`src/core/port_cfg_pkg.sv`:
```
// Operation
// - ports a/b: control 0 io, 1 address
// - only ports a/b have control register
// - direction bit 1 output, 0 input
// - output enable is direction or product term
// - inactive product term leaves direction alone
// - all configuration registers reset to zero
// - open-drain pins: drive bit 1 open drain
// - slew pins: drive bit 1 fast slew
// - address mode: pins carry latched a7-a0
// - each bit controls its own pin only
// - port d direction has two active bits
// - registers read/written by normal bus cycles
// - port c macrocells only on pc2,3,4,7
// - port c jtag pins dedicated, not configurable; here PORT_C_JTAG is zero, so all eight c pins are configurable
// - peripheral io enabled by memory select bit7
// - peripheral buffer tri-stated when selects inactive
// - a/b drive bits 3-0 slew, 7-4 open drain
package port_cfg_pkg;

    ////////////////////////////////////////////////////////////////////////
    // register offsets from the base of config_register_space
    localparam logic [7:0] OFS_FUNC_A  = 8'h02;
    localparam logic [7:0] OFS_FUNC_B  = 8'h03;
    localparam logic [7:0] OFS_DIR_A   = 8'h04;
    localparam logic [7:0] OFS_DIR_B   = 8'h05;
    localparam logic [7:0] OFS_DRV_A   = 8'h06;
    localparam logic [7:0] OFS_DRV_B   = 8'h07;
    localparam logic [7:0] OFS_DIR_C   = 8'h14;
    localparam logic [7:0] OFS_DIR_D   = 8'h15;
    localparam logic [7:0] OFS_DRV_C   = 8'h16;
    localparam logic [7:0] OFS_DRV_D   = 8'h17;
    localparam logic [7:0] OFS_MEMSEL  = 8'he2;

    ////////////////////////////////////////////////////////////////////////
    // reset values and field layout
    localparam logic [7:0] CFG_RESET      = 8'h00;
    localparam logic [7:0] PORT_D_MASK    = 8'h06;
    localparam logic [7:0] PORT_C_MC_MASK = 8'h9c;
    localparam logic [7:0] PORT_C_JTAG    = 8'h00;
    localparam logic [7:0] DRV_SLEW_AB    = 8'h0f;
    localparam int         PIO_BIT        = 7;

    typedef struct packed {
        logic       wr;
        logic       rd;
        logic [7:0] addr;
        logic [7:0] wdata;
    } cfg_bus_t;

    typedef struct packed {
        logic [7:0] oe;
        logic [7:0] out;
        logic [7:0] open_drain;
        logic [7:0] fast_slew;
    } pin_ctl_t;

endpackage : port_cfg_pkg

```
`src/core/io_port_config.sv`:
```
module io_port_config
    import port_cfg_pkg::*;
(
    // clock and reset
    input  wire logic       core_clk,
    input  wire logic       rst,
    // register bus
    input  cfg_bus_t        bus,
    output logic [7:0]      rdata,
    // sources from the core and pld
    input  wire logic [7:0] addr_lo,
    input  wire logic       addr_latch,
    input  wire logic [7:0] data_out_a,
    input  wire logic [7:0] data_out_b,
    input  wire logic [7:0] data_out_c,
    input  wire logic [7:0] data_out_d,
    input  wire logic [7:0] pt_oe_a,
    input  wire logic [7:0] pt_oe_b,
    input  wire logic [7:0] pt_oe_c,
    input  wire logic [7:0] pt_oe_d,
    input  wire logic [7:0] mc_ab_out,
    input  wire logic [7:0] mc_ab_sel_a,
    input  wire logic [7:0] mc_ab_sel_b,
    input  wire logic [7:0] mc_bc_out,
    input  wire logic [7:0] mc_bc_sel_b,
    input  wire logic [7:0] mc_bc_sel_c,
    input  wire logic [7:0] cpu_wdata,
    input  wire logic       peripheral_select_0,
    input  wire logic       peripheral_select_1,
    input  wire logic       cpu_rd,
    // pin controls
    output pin_ctl_t        pin_a,
    output pin_ctl_t        pin_b,
    output pin_ctl_t        pin_c,
    output pin_ctl_t        pin_d,
    output logic            peripheral_io_enable
);
    ////////////////////////////////////////////////////////////////////////
    // configuration registers
    logic [7:0] func_a_q, func_b_q, dir_a_q, dir_b_q, dir_c_q, dir_d_q;
    logic [7:0] drv_a_q, drv_b_q, drv_c_q, drv_d_q, memsel_q, addr_q;
    pin_ctl_t   a_d, b_d, c_d, d_d;

    always_ff @(posedge core_clk) begin
        if (rst) begin
            func_a_q <= CFG_RESET;
            func_b_q <= CFG_RESET;
            dir_a_q  <= CFG_RESET;
            dir_b_q  <= CFG_RESET;
            dir_c_q  <= CFG_RESET;
            dir_d_q  <= CFG_RESET;
            drv_a_q  <= CFG_RESET;
            drv_b_q  <= CFG_RESET;
            drv_c_q  <= CFG_RESET;
            drv_d_q  <= CFG_RESET;
            memsel_q <= CFG_RESET;
        end else if (bus.wr) begin
            case (bus.addr)
                OFS_FUNC_A: func_a_q <= bus.wdata;
                OFS_FUNC_B: func_b_q <= bus.wdata;
                OFS_DIR_A:  dir_a_q  <= bus.wdata;
                OFS_DIR_B:  dir_b_q  <= bus.wdata;
                OFS_DIR_C:  dir_c_q  <= bus.wdata;
                OFS_DIR_D:  dir_d_q  <= bus.wdata & PORT_D_MASK;
                OFS_DRV_A:  drv_a_q  <= bus.wdata;
                OFS_DRV_B:  drv_b_q  <= bus.wdata;
                OFS_DRV_C:  drv_c_q  <= bus.wdata;
                OFS_DRV_D:  drv_d_q  <= bus.wdata & PORT_D_MASK;
                OFS_MEMSEL: memsel_q <= bus.wdata;
                default:    ;
            endcase
        end
    end

    ////////////////////////////////////////////////////////////////////////
    // read path, registered; unmapped offsets read zero
    always_ff @(posedge core_clk) begin
        if (rst) begin
            rdata <= CFG_RESET;
        end else if (bus.rd) begin
            case (bus.addr)
                OFS_FUNC_A: rdata <= func_a_q;
                OFS_FUNC_B: rdata <= func_b_q;
                OFS_DIR_A:  rdata <= dir_a_q;
                OFS_DIR_B:  rdata <= dir_b_q;
                OFS_DIR_C:  rdata <= dir_c_q;
                OFS_DIR_D:  rdata <= dir_d_q;
                OFS_DRV_A:  rdata <= drv_a_q;
                OFS_DRV_B:  rdata <= drv_b_q;
                OFS_DRV_C:  rdata <= drv_c_q;
                OFS_DRV_D:  rdata <= drv_d_q;
                OFS_MEMSEL: rdata <= memsel_q;
                default:    rdata <= CFG_RESET;
            endcase
        end
    end

    ////////////////////////////////////////////////////////////////////////
    // latched low address, captured on the strobe
    always_ff @(posedge core_clk) begin
        if (rst) begin
            addr_q <= CFG_RESET;
        end else if (addr_latch) begin
            addr_q <= addr_lo;
        end
    end

    ////////////////////////////////////////////////////////////////////////
    // per-port pin logic
    port_pin_slice #(
        .HAS_FUNC  (8'hff),
        .PIN_MASK  (8'hff),
        .OD_MASK   (~DRV_SLEW_AB),
        .SLEW_MASK (DRV_SLEW_AB)
    ) u_port_a (
        .func_sel     (func_a_q),
        .dir          (dir_a_q),
        .drive_sel    (drv_a_q),
        .pt_oe        (pt_oe_a),
        .data_out     (data_out_a),
        .latched_addr (addr_q),
        .pld_out      (mc_ab_out),
        .pld_sel      (mc_ab_sel_a),
        .ctl          (a_d)
    );

    port_pin_slice #(
        .HAS_FUNC  (8'hff),
        .PIN_MASK  (8'hff),
        .OD_MASK   (~DRV_SLEW_AB),
        .SLEW_MASK (DRV_SLEW_AB)
    ) u_port_b (
        .func_sel     (func_b_q),
        .dir          (dir_b_q),
        .drive_sel    (drv_b_q),
        .pt_oe        (pt_oe_b),
        .data_out     (data_out_b),
        .latched_addr (addr_q),
        .pld_out      (mc_ab_sel_b != 8'h00 ? mc_ab_out : mc_bc_out),
        .pld_sel      (mc_ab_sel_b | mc_bc_sel_b),
        .ctl          (b_d)
    );

    // no function register on c or d, so address mode cannot be reached there
    port_pin_slice #(
        .HAS_FUNC  (8'h00),
        .PIN_MASK  (~PORT_C_JTAG),
        .OD_MASK   (8'hff),
        .SLEW_MASK (8'h00)
    ) u_port_c (
        .func_sel     (CFG_RESET),
        .dir          (dir_c_q),
        .drive_sel    (drv_c_q),
        .pt_oe        (pt_oe_c),
        .data_out     (data_out_c),
        .latched_addr (addr_q),
        .pld_out      (mc_bc_out),
        .pld_sel      (mc_bc_sel_c & PORT_C_MC_MASK),
        .ctl          (c_d)
    );

    port_pin_slice #(
        .HAS_FUNC  (8'h00),
        .PIN_MASK  (PORT_D_MASK),
        .OD_MASK   (8'h00),
        .SLEW_MASK (PORT_D_MASK)
    ) u_port_d (
        .func_sel     (CFG_RESET),
        .dir          (dir_d_q),
        .drive_sel    (drv_d_q),
        .pt_oe        (pt_oe_d),
        .data_out     (data_out_d),
        .latched_addr (addr_q),
        .pld_out      (8'h00),
        .pld_sel      (8'h00),
        .ctl          (d_d)
    );

    ////////////////////////////////////////////////////////////////////////
    // output stage; peripheral mode overrides port a with the data buffer
    // jtag pins are not masked: PORT_C_JTAG is zero, so the c mask leaves every c pin configurable
    always_ff @(posedge core_clk) begin
        if (rst) begin
            pin_a                <= '0;
            pin_b                <= '0;
            pin_c                <= '0;
            pin_d                <= '0;
            peripheral_io_enable <= 1'b0;
        end else begin
            peripheral_io_enable <= memsel_q[PIO_BIT];
            pin_b                <= b_d;
            pin_c                <= c_d;
            pin_d                <= d_d;
            if (memsel_q[PIO_BIT]) begin
                pin_a.out        <= cpu_wdata;
                // drives only while a select is active and the core is not reading
                pin_a.oe         <= {8{(peripheral_select_0 | peripheral_select_1) & ~cpu_rd}};
                pin_a.open_drain <= a_d.open_drain;
                pin_a.fast_slew  <= a_d.fast_slew;
            end else begin
                pin_a            <= a_d;
            end
        end
    end
endmodule : io_port_config

```
`src/core/port_pin_slice.sv`:
```
module port_pin_slice
    import port_cfg_pkg::*;
#(
    parameter logic [7:0] HAS_FUNC  = 8'h00,
    parameter logic [7:0] PIN_MASK  = 8'hff,
    parameter logic [7:0] OD_MASK   = 8'h00,
    parameter logic [7:0] SLEW_MASK = 8'h00
) (
    // configuration
    input  wire logic [7:0] func_sel,
    input  wire logic [7:0] dir,
    input  wire logic [7:0] drive_sel,
    // sources
    input  wire logic [7:0] pt_oe,
    input  wire logic [7:0] data_out,
    input  wire logic [7:0] latched_addr,
    input  wire logic [7:0] pld_out,
    input  wire logic [7:0] pld_sel,
    // result
    output pin_ctl_t        ctl
);
    genvar i;
    generate
        for (i = 0; i < 8; i++) begin : g_pin
            always_comb begin
                ctl.oe[i] = PIN_MASK[i] & (dir[i] | pt_oe[i]);
                if (HAS_FUNC[i] && func_sel[i]) begin
                    ctl.out[i] = latched_addr[i];
                end else if (pld_sel[i]) begin
                    ctl.out[i] = pld_out[i];
                end else begin
                    ctl.out[i] = data_out[i];
                end
                ctl.open_drain[i] = OD_MASK[i] & drive_sel[i];
                ctl.fast_slew[i]  = SLEW_MASK[i] & drive_sel[i];
            end
        end
    endgenerate
endmodule : port_pin_slice

```
`config.mk`:
```
export PLATFORM = sky130hd
export DESIGN_NAME = io_port_config
export DESIGN_NICKNAME = d
export VERILOG_FILES = /design/src/core/port_cfg_pkg.sv /design/src/core/io_port_config.sv /design/src/core/port_pin_slice.sv
export SDC_FILE = /design/constraint.sdc
export NUM_CORES = 1
export LEC_CHECK = 0
export CORE_UTILIZATION = 35
export DETAILED_ROUTE_END_ITERATION = 10
export DONT_BUFFER_PORTS = 1
export SKIP_CTS_REPAIR_TIMING = 1
export SLEW_MARGIN = 20
export SYNTH_ARGS = -nofsm -noshare
export SYNTH_HDL_FRONTEND = slang
export SYNTH_SLANG_ARGS = --single-unit
```
`constraint.sdc`:
```
create_clock -name core_clk -period 2.4 [get_ports core_clk]
set_input_delay 0.12 -clock core_clk [delete_from_list [all_inputs] [get_ports core_clk]]
set_output_delay 0.12 -clock core_clk [all_outputs]
set_load 0.05 [all_outputs]
```
==> impl_results.md <==
* CP Launch Point: memsel_q[7]$_SDFFE_PP0P_
* Die H at 147.0 um
* Peak supply drop at 0.4092 mV
* N_diodes at 0
* Area of the multi-input gates at 3423 um^2
* Drt initial violations at 415
* Sink Count at 177
* Cell depth of the worst flop-to-flop path at 3
* Maxcap violations at 0
* EDFF count, synth at 0
* GPL Wtd Cong at 0.8572
* Hold worst-path end: pin_b[17]$_SDFF_PP0_
* Commonest non-fill, non-tap cells in the layout: 177 x dfxtp_1, 143 x nor2_1, 129 x dlygate4sd3_1
* Crit path largest cell delay at 0.70 ns
* Hold Crit Class: in -> reg
* Final Hold Viols at 1
* Filler instances at 1,958
* Status: complete, but fails checks
* Die X at 147.0 um
* Ys flop type: dfxtp_1
* DRT antenna net count at 0
* Synth Cell Area at 7357 um^2
* Vias per cell at 4.906
* RR Endpoint: pin_a[29]$_SDFF_PP0_
* Area share of the largest cell type after synthesis at 48.16%
* Flops & latches, synth at 177
* Via count at 5,784
* Fin crit period at 1.979 ns
* Row count at 52
* Worst EP arrival at 2.36 ns
* Synth unique cells at 51
* Worst reg2reg setup slack at 0.42 ns
* DP Area at 7455 um^2
* Setup_tns at 0 ns
* P per Cell Area at 689.2 nW/um^2
* First-pass GRT wire length at 29,570 um
* Post-Place Worst Slack at 0.5964 ns
* Drc violations at 0
* CP Class: reg -> reg
* Post-detail-place hpwl at 14,240 um
* Fin crit share at 82.45%
* Clk pin slew, worst setup/hold paths at 0.07 ns
* Final Skew at 0.01081 ns
* CTS tree: built
* Max Clock Freq at 0.5054 GHz
* Hold Crit Depth at 3
* Req. time, crit path at 2.78 ns
* GRT Residual Overflow at 0
* CP Capture Type: flip-flop
* Area leader, netlist: dfxtp_1
* Failing checks: hold timing
* Worst-path cell chain: o211ai_1 > a21oi_1 > dlygate4sd3_1
* Clk root buf: clkbuf_16
* Port buffer count at 0
* Relative slew slack at 52.58%
* Slew Limit Fails at 0
* Per-cell routed wire length at 18.38 um
* H-tree depth at 4
* Share of flip-flops with an asynchronous set or reset at 0%
* Largest net degree at the start of global routing at 180
* Mapped Cells at 778
* Ys Warns at 0
* Fin nets at 1,048
* P&R area growth vs syn at 26.99%
* Starting Density at 36.01%
* Slowest stage cell, crit path: dfxtp_1
* Share of cells above drive strength 1 at 7.921%
* Clk Latency, worst-skew pair at 0.43 ns
* Count of final setup violators at 0
* Average instance area after synthesis at 9.456 um^2
* Commonest non-fill, non-tap cell in the layout: dfxtp_1
* Inserted Clock Buffers at 17
* Synth area leaders: dfxtp_1 48%, mux2i_1 16%, nor2_1 7.3%
* Hold_sp: data_out_b[1]
* Ports at 289
* Worst Setup Slack, final at 0.4212 ns
* All-layer global routing usage at 18.34%
* Util after Layout at 45.73%
* Total Wirelength at 21,670 um
* Design Area, Final at 9343 um^2
* Worst Tran Pin Value at 0.7086 ns
* Worst R2R Start: memsel_q[7]$_SDFFE_PP0P_
* DR pass1 iterations at 5
* CP Max Fanout at 8
* Leakage power at 0.003801 uW
* Register area at 3543 um^2
* Sequential share of the synthesized area at 48.16%
* Vias in the first global route at 4,952
* Die ar. at 21,600 um^2
* Core area at 20,430 um^2
* CTS Buffer Depth at 2
* WHS at -0.02217 ns
* Startpoint types: flip-flop
* Antenna violations before repair at 0
* Unrepaired setup endpoints after global routing: false
-- routing by layer --
layer	share of wire [%]	track usage, %	wire (um)
met3	6.3	5.839	1374
met4	1.6	6.186	357
met1	44	23.26	9453
met5	0	0	0
met2	48	29.36	10480
-- area by class of cell --
class	instances	area share, %
timing repair buffer	148	15.56
clock buffer	19	4.634
inverter	4	0.1607
tap	270	3.616
multi-input combinational	548	36.64
sequential	177	37.93
clock inverter	13	1.460
-- through the flow --
stage	cells	total power [uW]
floorplan	821	3710
global placement	1017	3607
detailed placement	1017	3611
CTS	1049	6339
global route	1179	6682
finish	1179	6439
-- flip-flops by register name, summed over array words and instances, names as in the netlist --
register,flops
drv_a_q,8
pin_c,24
func_a_q,8
drv_b_q,8
pin_d,12
pin_b,24
func_b_q,8
pin_a,24
drv_d_q,2
drv_c_q,8
dir_c_q,8
dir_d_q,2
dir_a_q,8
addr_q,8
dir_b_q,8
rdata,8
peripheral_io_enable,1
memsel_q,8
-- synth_stat cells (3+ instances only) --
library cell,count
o2bb2ai_1,12
nor2_1,143
o21ai_0,23
nand2_1,50
mux2i_1,114
a211oi_1,3
o21ai_1,6
nand3b_1,4
nor2b_1,41
a22oi_1,5
nor3_2,3
nand3_1,17
o21bai_1,8
inv_1,4
a221oi_1,3
clkbuf_1,39
dfxtp_1,177
a21oi_1,25
mux2_2,8
buf_4,45
buf_2,6
-- how the worst max path moves through the flow --
stage,cells past startpoint,endpoint
finish,3,pin_a[29]$_SDFF_PP0_
global route,3,pin_a[29]$_SDFF_PP0_
CTS,5,rdata[4]$_SDFFE_PP0P_
detailed placement,5,dir_a_q[3]$_SDFFE_PP0P_
global placement,5,dir_a_q[3]$_SDFFE_PP0P_
floorplan,7,rdata[0]$_SDFFE_PP0P_
-- critical path: cells and delay by family, from the launching register on --
| family | cells | cell delay [ns] |
|---|---|---|
| flip-flops | 1 | 0.70 |
| AO/OA/AOI/OAI | 2 | 0.68 |
| buffers and inverters | 1 | 0.55 |
-- logic make-up (layout without fill, tap and decap cells) --
kind of cell           after synthesis  count (layout)  share of synthesized area (%)
AO/OA/AOI/OAI                       99              99                          8.844
buffers and inverters               96             184                          7.500
flip-flops                         177             177                          48.16
multiplexers                       123             123                          17.04
other                                1              44                        0.05097
AND/OR/NAND/NOR                    282             282                          18.40
-- power by group --
part | switching (uW) | internal, uW | leakage [uW]
registers | 230 | 3000 | 0.00144
clock network | 1240 | 1470 | 0.000277
logic | 300 | 194 | 0.00208
No activity file was read; power rests on OpenSTA's default activity.
